<file path="src/common/fault_status_pkg.sv">
// constants for the fault and status register bank
package fault_status_pkg;
  // register offsets (register index on the host port)
  localparam logic [3:0] main_status_addr = 4'h7;
  localparam logic [3:0] interface_error_status_addr = 4'h8;
  localparam logic [3:0] tx_queue_status_addr = 4'h9;
  localparam int reg_width = 16;
  // main status word bit positions
  localparam int clear_all_flags_bit = 15;
  localparam int chain_error_summary_bit = 14;
  localparam int tx_queue_error_summary_bit = 12;
  localparam int oscillator_range_error_bit = 2;
  localparam int power_on_reset_bit = 1;
  localparam int global_error_bit = 0;
  // interface error word bit positions
  localparam int host_select_error_bit = 9;
  localparam int host_timeout_error_bit = 8;
  localparam int chain_command_queue_overflow_bit = 4;
  localparam int chain_check_bit_error_bit = 3;
  localparam int chain_checksum_error_bit = 1;
  localparam int chain_input_stuck_error_bit = 0;
  // chain errors that feed the chain summary bit
  localparam logic [15:0] chain_error_field_mask = 16'h001b;
  // transmit queue status word
  localparam int tx_queue_overflow_bit = 15;
  localparam int tx_queue_underflow_bit = 14;
  localparam int tx_queue_single_error_bit = 13;
  localparam int tx_level_width = 9;
  localparam logic [8:0] tx_level_saturated = 9'h1ff;
  // reset values
  localparam logic [15:0] interface_error_reset = 16'h0000;
  localparam logic [15:0] tx_queue_status_reset = 16'h0000;
  // main status flags held in this bank: only the power-on flag starts set
  localparam logic [15:0] main_flags_reset = 16'h0002;
endpackage : fault_status_pkg

</file>
<file path="src/design/fault_status_registers.sv">
// fault and status register bank: main status word with summary bits, interface error and tx queue status words
`timescale 1ns/10ps
module fault_status_registers #(
  parameter int tx_depth = 512
) (
  // clock and reset
  input wire logic clk,
  input wire logic rst_n,
  // register access from the host port decoder
  input wire logic [3:0] reg_addr,
  input wire logic reg_rd,
  input wire logic reg_wr,
  input wire logic [15:0] reg_wdata,
  output logic [15:0] reg_rdata,
  output logic reg_hit,
  // event pulses from the rest of the device
  input wire logic osc_out_of_range,
  input wire logic host_select_lost,
  input wire logic host_timeout,
  input wire logic host_timeout_enable,
  input wire logic chain_queue_overflow_evt,
  input wire logic chain_check_bit_evt,
  input wire logic chain_checksum_evt,
  input wire logic chain_stuck_evt,
  input wire logic tx_overflow_evt,
  input wire logic tx_underflow_evt,
  input wire logic tx_single_error_evt,
  input wire logic [$clog2(tx_depth+1)-1:0] tx_word_count,
  // fault reporting masks, one per interface and tx error bit
  input wire logic [15:0] interface_error_mask,
  input wire logic [15:0] tx_error_mask,
  // open-drain alarm pin and forwarding gate
  output logic alarm_out,
  output logic alarm_oe,
  input wire logic alarm_in,
  output logic forward_enable
);
  localparam int cw = $clog2(tx_depth+1);
  localparam int lw = fault_status_pkg::tx_level_width;
  localparam int rw = fault_status_pkg::reg_width;

  // a new event wins over a clear that lands in the same cycle, so an
  // error raised while software clears is never lost
  function automatic logic [rw-1:0] sticky(
    input logic [rw-1:0] flags,
    input logic clear,
    input logic [rw-1:0] events
  );
    return (clear ? '0 : flags) | events;
  endfunction : sticky

  function automatic logic addr_is(
    input logic [3:0] addr,
    input logic [3:0] index
  );
    return addr == index;
  endfunction : addr_is

  // register selects from the host port decoder
  wire sel_main = addr_is(reg_addr, fault_status_pkg::main_status_addr);
  wire sel_if = addr_is(reg_addr,
    fault_status_pkg::interface_error_status_addr);
  wire sel_tx = addr_is(reg_addr,
    fault_status_pkg::tx_queue_status_addr);
  wire mapped = sel_main || sel_if || sel_tx;

  // only bit 15 of a main status write acts; the error words ignore writes
  wire clear_write = reg_wr && sel_main &&
    reg_wdata[fault_status_pkg::clear_all_flags_bit];

  // latched flags, each kept at its own bit position of its word
  logic [rw-1:0] interface_error_status;
  logic [rw-1:0] tx_flags;
  logic [rw-1:0] main_flags;
  logic [lw-1:0] tx_level;

  // event vectors
  logic [rw-1:0] if_events;
  logic [rw-1:0] tx_events;
  logic [rw-1:0] main_events;

  always_comb begin
    if_events = '0;
    if_events[fault_status_pkg::host_select_error_bit] =
      host_select_lost;
    if_events[fault_status_pkg::host_timeout_error_bit] =
      host_timeout && host_timeout_enable;
    if_events[fault_status_pkg::chain_command_queue_overflow_bit] =
      chain_queue_overflow_evt;
    if_events[fault_status_pkg::chain_check_bit_error_bit] =
      chain_check_bit_evt;
    if_events[fault_status_pkg::chain_checksum_error_bit] =
      chain_checksum_evt;
    if_events[fault_status_pkg::chain_input_stuck_error_bit] =
      chain_stuck_evt;
  end

  always_comb begin
    tx_events = '0;
    tx_events[fault_status_pkg::tx_queue_overflow_bit] =
      tx_overflow_evt;
    tx_events[fault_status_pkg::tx_queue_underflow_bit] =
      tx_underflow_evt;
    tx_events[fault_status_pkg::tx_queue_single_error_bit] =
      tx_single_error_evt;
  end

  always_comb begin
    main_events = '0;
    main_events[fault_status_pkg::oscillator_range_error_bit] =
      osc_out_of_range;
  end

  // power-on flag has no event: only a clear takes it down
  wire [rw-1:0] next_interface_error_status =
    sticky(interface_error_status, clear_write, if_events);
  wire [rw-1:0] next_tx_flags = sticky(tx_flags, clear_write, tx_events);
  wire [rw-1:0] next_main_flags =
    sticky(main_flags, clear_write, main_events);

  always_ff @(posedge clk) begin
    if (!rst_n) begin
      interface_error_status <= fault_status_pkg::interface_error_reset;
    end else begin
      interface_error_status <= next_interface_error_status;
    end
  end

  always_ff @(posedge clk) begin
    if (!rst_n) begin
      tx_flags <= fault_status_pkg::tx_queue_status_reset;
    end else begin
      tx_flags <= next_tx_flags;
    end
  end

  always_ff @(posedge clk) begin
    if (!rst_n) begin
      main_flags <= fault_status_pkg::main_flags_reset;
    end else begin
      main_flags <= next_main_flags;
    end
  end

  // the level follows the count one cycle late; a full queue and one
  // word short of full both show the saturated value
  wire level_saturated =
    tx_word_count >= cw'(fault_status_pkg::tx_level_saturated);
  wire [lw-1:0] next_tx_level = level_saturated ?
    fault_status_pkg::tx_level_saturated : tx_word_count[lw-1:0];

  always_ff @(posedge clk) begin
    if (!rst_n) begin
      tx_level <= '0;
    end else begin
      tx_level <= next_tx_level;
    end
  end

  // summaries point software at the word that holds the detail
  wire chain_summary = |(interface_error_status &
    fault_status_pkg::chain_error_field_mask);
  wire tx_summary = |tx_flags;

  // masks only gate the pin; the flags themselves still latch
  wire if_unmasked = |(interface_error_status & ~interface_error_mask);
  wire tx_unmasked = |(tx_flags & ~tx_error_mask);
  // oscillator and power-on flags have no mask bit
  wire any_fault = if_unmasked || tx_unmasked || (|main_flags);

  // open-drain pin: only ever pulled low, released otherwise
  assign alarm_out = 1'b0;
  assign alarm_oe = any_fault;
  // forwarding held off until the host has cleared the power-on flag
  assign forward_enable =
    !main_flags[fault_status_pkg::power_on_reset_bit];

  logic [rw-1:0] main_word;
  logic [rw-1:0] tx_word;
  always_comb begin
    main_word = main_flags;
    main_word[fault_status_pkg::chain_error_summary_bit] =
      chain_summary;
    main_word[fault_status_pkg::tx_queue_error_summary_bit] =
      tx_summary;
    // the global bit reads the pin back, so it shows an outside pull too
    main_word[fault_status_pkg::global_error_bit] = !alarm_in;
  end

  always_comb begin
    tx_word = tx_flags;
    tx_word[lw-1:0] = tx_level;
  end

  wire [rw-1:0] read_word = sel_main ? main_word :
    sel_if ? interface_error_status :
    sel_tx ? tx_word : '0;

  // read data is registered and holds until the next read strobe
  always_ff @(posedge clk) begin
    if (!rst_n) begin
      reg_rdata <= '0;
    end else if (reg_rd) begin
      reg_rdata <= read_word;
    end
  end
  assign reg_hit = (reg_rd || reg_wr) && mapped;
endmodule : fault_status_registers

</file>
<file path="config.mk">
export PLATFORM = sky130hd
export DESIGN_NAME = fault_status_registers
export DESIGN_NICKNAME = d
export VERILOG_FILES = /design/src/common/fault_status_pkg.sv /design/src/design/fault_status_registers.sv
export SDC_FILE = /design/constraint.sdc
export NUM_CORES = 1
export LEC_CHECK = 0
export ABC_AREA = 0
export BUFFER_PORTS_ARGS = -buffer_cell sky130_fd_sc_hd__buf_2
export CAP_MARGIN = 10
export CORE_ASPECT_RATIO = 0.7
export CORE_MARGIN = 2
export CORE_UTILIZATION = 41
export CTS_CLUSTER_SIZE = 25
export DETAILED_ROUTE_END_ITERATION = 12
export HOLD_SLACK_MARGIN = 0.02
export PLACE_DENSITY = 0.79
export SYNTH_ARGS = -nofsm -noshare
export SYNTH_HDL_FRONTEND = slang
export SYNTH_SLANG_ARGS = --single-unit
</file>
<file path="constraint.sdc">
create_clock -name clk -period 1.8 [get_ports clk]
set_clock_uncertainty 0.2 [all_clocks]
set_input_delay 0.18 -clock clk [delete_from_list [all_inputs] [get_ports clk]]
set_output_delay 0.18 -clock clk [all_outputs]
set_load 0.02 [all_outputs]
</file>
== Yosys cells after proc, flatten, opt, wreduce, memory -nomap -nowiden ==
Cells that the tools add are included.

* Output and inout port bits: 20
* Register bits: 73
* Bits of input ports: 78

* Magnitude comparators: 1
* Reductions and logical operators: 16
* Equality and inequality tests: 3
* Bitwise gates (word level): 7
* Multiplexer cells: 7

{| class="wikitable"
|+ Operators by type and width
! kind !! count
|-
| 16-bit 2-to-1 mux || 6
|-
| 16-bit OR reduction || 4
|-
| 16-bit bitwise AND || 2
|-
| 16-bit inverter || 2
|-
| 16-bit by 10-bit bitwise OR with 16-bit output || 1
|-
| 16-bit bitwise OR || 1
|-
| 16-bit by 3-bit bitwise OR with 16-bit output || 1
|-
| 10-bit by 9-bit >= comparator with 1-bit output, second input constant || 1
|-
| 9-bit 2-to-1 mux || 1
|-
| 4-bit equality test, second input constant || 2
|-
| 1-bit logical OR || 5
|-
| 4-bit by 3-bit equality test with 1-bit output, second input constant || 1
|-
| 1-bit logical AND || 4
|-
| 4-bit OR reduction || 1
|-
| 1-bit zero test || 2
|}

== Longest topological paths before layout ==
* Depth in word-level cells: 5
* Mapped depth: 5
* Gate-level depth less buffers: 3

== Worst setup path after synthesis ==
Ideal clock, no wire load.

* Kind: reg2out
* Start point: register tx_flags[15]
* End point: output alarm_oe
* Required time: 1.420 ns
* Cell stages (with the launch flop): 4
* Arrival time: 1.014 ns
* Slack: 0.406 ns
* Path buffers: 0
* Path through: dfxtp_1 -> nor2b_1 -> a2111oi_0 -> nand3_1

* Longest elaborated chain between the ends: 4

{| class="wikitable"
|+ Ends and longest elaborated chain
! what !! RTL line !! text
|-
| start: declaration || fault_status_registers.sv:73 || <nowiki>logic [rw-1:0] tx_flags;</nowiki>
|-
| start signal: assignment || fault_status_registers.sv:131 || <nowiki>tx_flags <= fault_status_pkg::tx_queue_status_reset;</nowiki>
|-
| start signal: assignment || fault_status_registers.sv:133 || <nowiki>tx_flags <= next_tx_flags;</nowiki>
|-
| 16-bit bitwise AND || fault_status_registers.sv:167 || <nowiki>wire tx_unmasked = |(tx_flags & ~tx_error_mask);</nowiki>
|-
| 16-bit OR reduction || fault_status_registers.sv:167 ||
|-
| 1-bit logical OR (2 in series) || fault_status_registers.sv:169 || <nowiki>wire any_fault = if_unmasked || tx_unmasked || (|main_flags);</nowiki>
|-
| end: declaration || fault_status_registers.sv:34 || <nowiki>output logic alarm_oe,</nowiki>
|}

No other way between the ends.

== Worst setup path after layout ==
* Start point: register interface_error_status[4]
* End point: output alarm_oe

* Longest elaborated chain between the ends: 4

{| class="wikitable"
|+ Ends and longest elaborated chain
! what !! RTL line !! text
|-
| start: declaration || fault_status_registers.sv:72 || <nowiki>logic [rw-1:0] interface_error_status;</nowiki>
|-
| start signal: assignment || fault_status_registers.sv:123 || <nowiki>interface_error_status <= fault_status_pkg::interface_error_reset;</nowiki>
|-
| start signal: assignment || fault_status_registers.sv:125 || <nowiki>interface_error_status <= next_interface_error_status;</nowiki>
|-
| 16-bit bitwise AND || fault_status_registers.sv:166 || <nowiki>wire if_unmasked = |(interface_error_status & ~interface_error_mask);</nowiki>
|-
| 16-bit OR reduction || fault_status_registers.sv:166 ||
|-
| 1-bit logical OR (2 in series) || fault_status_registers.sv:169 ||
|}

No other way between the ends.

==> run_results.csv <==
group,metric,value,unit
hold_path,worstHoldEndpoint,"tx_level[2]$_SDFF_PN0_",
critical_path,cp_cell_sequence,"nor2b_4, a2111oi_2, nand3_1, buf_6",
global_routing,grt_pass1_wl,6.20,mm
floorplanning,die_w,75.9,µm
route,routed_via_density,5.04,
critical_path,required,1.42,ns
clock_tree,clk_pin_slew,0.07,ns
clock_tree,h-tree-depth,2,
layout,layout.area.seq,686,µm²
route,wl_per_cell,14.2,µm
pwr,pwr-share-seq,0.421,
global_routing,grt_use_total,0.207,
clock_tree,cts_tree,"done",
logic_synthesis,ys_seq_area_frac,0.459,
pwr,p_comb_frac,0.127,
logic_synthesis,synth_top_flop_cell,"dfxtp_1",
sta,setup-violations-final,0,
floorplanning,std_cell_rows,18,
floorplanning,coreArea,3490,µm²
hold_path,min-delay-start,"tx_word_count[9]",
pwr,clockPowerShare,0.452,
critical_path,r2r_start,"interface_error_status[3]$_SDFF_PN0_",
sta,hold_violations,0,
hold_path,holdPathStages,2,
logic_synthesis,ys_seq_elements,34,
pwr,total_leakage_power,0.000961,µW
layout,layout-drive-gt1-share,0.366,
layout,area_growth,47.8,%
logic_synthesis,syn_area,1480,µm²
sta,holdWs,0.0571,ns
critical_path,critPathBufInv,1,
route,wl_met3,248,µm
floorplanning,die_height,54.3,µm
sta,rsz0062_at_grt,"false",
pwr,switchingPower,407,µW
route,wirelength,3.90,mm
pwr,total_power,1920,µW
clock_tree,clk_latency,0.29,ns
critical_path,crit_arrival,1.37,ns
global_routing,grt_pass1_vias,1343,
route,top_layer,"met4",
critical_path,crit_slowest_cell,"dfxtp_2",
critical_path,worstReg2RegEnd,"reg_rdata[14]$_SDFFE_PN0P_",
critical_path,reg2reg_slack,0.39,ns
route,drc,0,
critical_path,worstSetupStartpointType,"flop",
layout,final_core_util,0.628,
route,route.met2.wl,1.76,mm
pwr,swShare,0.212,
critical_path,path_delay_family,"flip-flops",
floorplanning,initial_core_util,0.425,
global_routing,grt-ovfl-total,0,
floorplanning,ios,98,
logic_synthesis,synth_edf_count,0,
sta,maxSlewViolCount,0,
layout,diodes,0,
clock_tree,clock-sinks,34,
layout,multi_input_area,747,µm²
sta,fin_crit_sh,0.970,
pwr,power_density,876,nW/µm²
clock_tree,cts-root-buf,"clkbuf_8",
critical_path,timing.critical_path.slowest_cell_delay,0.34,ns
route,drt_iter0_markers,94,
place,hpwl,2.57,mm
hold_path,hold_class,"input port to flop",
layout,final_nets,301,
route,wl_met1,1.85,mm
sta,fmax,573,MHz
route,via_count,1382,
critical_path,crit_fanout,4,
logic_synthesis,syn_avg_cell_area,10.2,µm²
critical_path,endpoint_kind,"primary output",
logic_synthesis,syn_inst,146,
route,drt-pass1-iter-count,4,
critical_path,r2r_cells,4,
clock_tree,cts_buffer_depth,2,
layout,fillers,281,
logic_synthesis,synth_cell_types,31,
critical_path,critical_path_class,"flop to primary output",
sta,period_needed,1.75,ns
floorplanning,die_area,4120,µm²
logic_synthesis,async_flop_share,0,
outcome,status,"finished, final reports clean",
sta,setup_tns,0,ns
run,max_cap_violations,0,
pwr,p_int,1510,µW
pwr,peakVddDrop,0.491,mV
logic_synthesis,yosysWarningCount,0,
clock_tree,cts_made_buffers,5,
place,gp_congestion,0.784,
route,drtAntennaViolNets,0,
place,io_buffers,56,
global_routing,grt_max_degree,25,
global_routing,antenna_found_initial,0,
[layout by cell type, fill, tap and decap left out, types with 4 or more instances in the layout]
master / n
nand4_1: 4
buf_4: 5
dfxtp_2: 4
inv_1: 5
and2_1: 4
clkbuf_8: 6
nand2_1: 9
a32oi_1: 6
nor2b_1: 10
buf_2: 55
dlygate4sd3_1: 21
o21a_1: 27
dfxtp_1: 30
[cell usage after synthesis (3+ instances only)]
library cell  number  area, µm²
a32oi_1            6       52.6
and2_1             4       25.0
buf_4              4       30.0
clkbuf_1           6       22.5
dfxtp_1           34        681
inv_1              5       18.8
mux2i_1            3       30.0
nand2_1            9       33.8
nand3_1            3       15.0
nand4_1            4       25.0
nor2b_1           12       75.1
o21a_1            27        203
o2bb2ai_1          3       26.3
o311ai_0           3       26.3
[cell families (layout without fill, tap and decap cells)]
family,after synthesis,in the layout,share of synthesized area
AOI/OAI and AO/OA,49,49,0.257
DFF,34,34,0.459
other,1,3,0.00253
and+or+nand+nor,38,38,0.176
muxes,5,5,0.0354
buffers and inverters,19,95,0.0692
[worst max-delay path by stage]
stage | to | startpoint | depth (start not counted) | slack [ns]
final | alarm_oe | interface_error_status[4]$_SDFF_PN0_ | 4 | 0.05
after global routing | alarm_oe | interface_error_status[4]$_SDFF_PN0_ | 4 | 0.02
after detailed placement | alarm_oe | tx_flags[14]$_SDFF_PN0_ | 4 | 0.21
after floorplan | alarm_oe | tx_flags[15]$_SDFF_PN0_ | 3 | 0.41
after global placement | alarm_oe | tx_flags[14]$_SDFF_PN0_ | 4 | 0.25
after CTS | alarm_oe | tx_flags[15]$_SDFF_PN0_ | 4 | 0.02
[registers in the layout (all words and copies together) (netlist names)]
| name | count |
|---|---|
| interface_error_status | 6 |
| main_flags | 2 |
| reg_rdata | 14 |
| tx_flags | 3 |
| tx_level | 9 |
[metrics by stage]
step                instance area, µm²  cells  setup WS (ns)
finish                            2190    274         0.0546
detailed placement                1760    242          0.214
global route                      2190    274         0.0194
CTS                               2130    271         0.0159
floorplan                         1490    148          0.406
global placement                  1760    242          0.246
[power groups by stage]
stage	Sequential [µW]	Combinational (µW)	Clock [µW]
5_1_grt	812	264	916
6_report	808	243	867
4_1_cts	808	223	883
3_3_place_gp	823	179	0
3_5_place_dp	824	181	0
2_1_floorplan	821	116	0
[final cells by class]
class                      instances  area share
multi-input combinational         95       0.341
clock buffer                       6      0.0377
sequential                        34       0.313
inverter                           5     0.00857
timing repair buffer              82       0.244
clock inverter                     2      0.0274
tap                               50      0.0286
[repair_timing]
item / in CTS / in global routing
setup endpoints to repair: 1 / 1
hold buffers: 21 / 0
buffers inserted: 0 / 3
resized for setup: 4 / 11
endpoints found under the hold margin: 20 / 0
pin swaps: 0 / 3
[per-layer routing]
layer  vias up  track usage
met5         -            0
met1       650        0.261
met4         0       0.0731
li1        677            -
met2        51        0.343
met3         4       0.0534
[worst register-to-register path, stage by stage (launching register included)]
cell and delay, ns:
dfxtp_2 0.32, buf_4 0.14, or4_1 0.47, nand3_1 0.10, a21boi_1 0.06
Note: power is estimated with default switching activity, not from simulation.
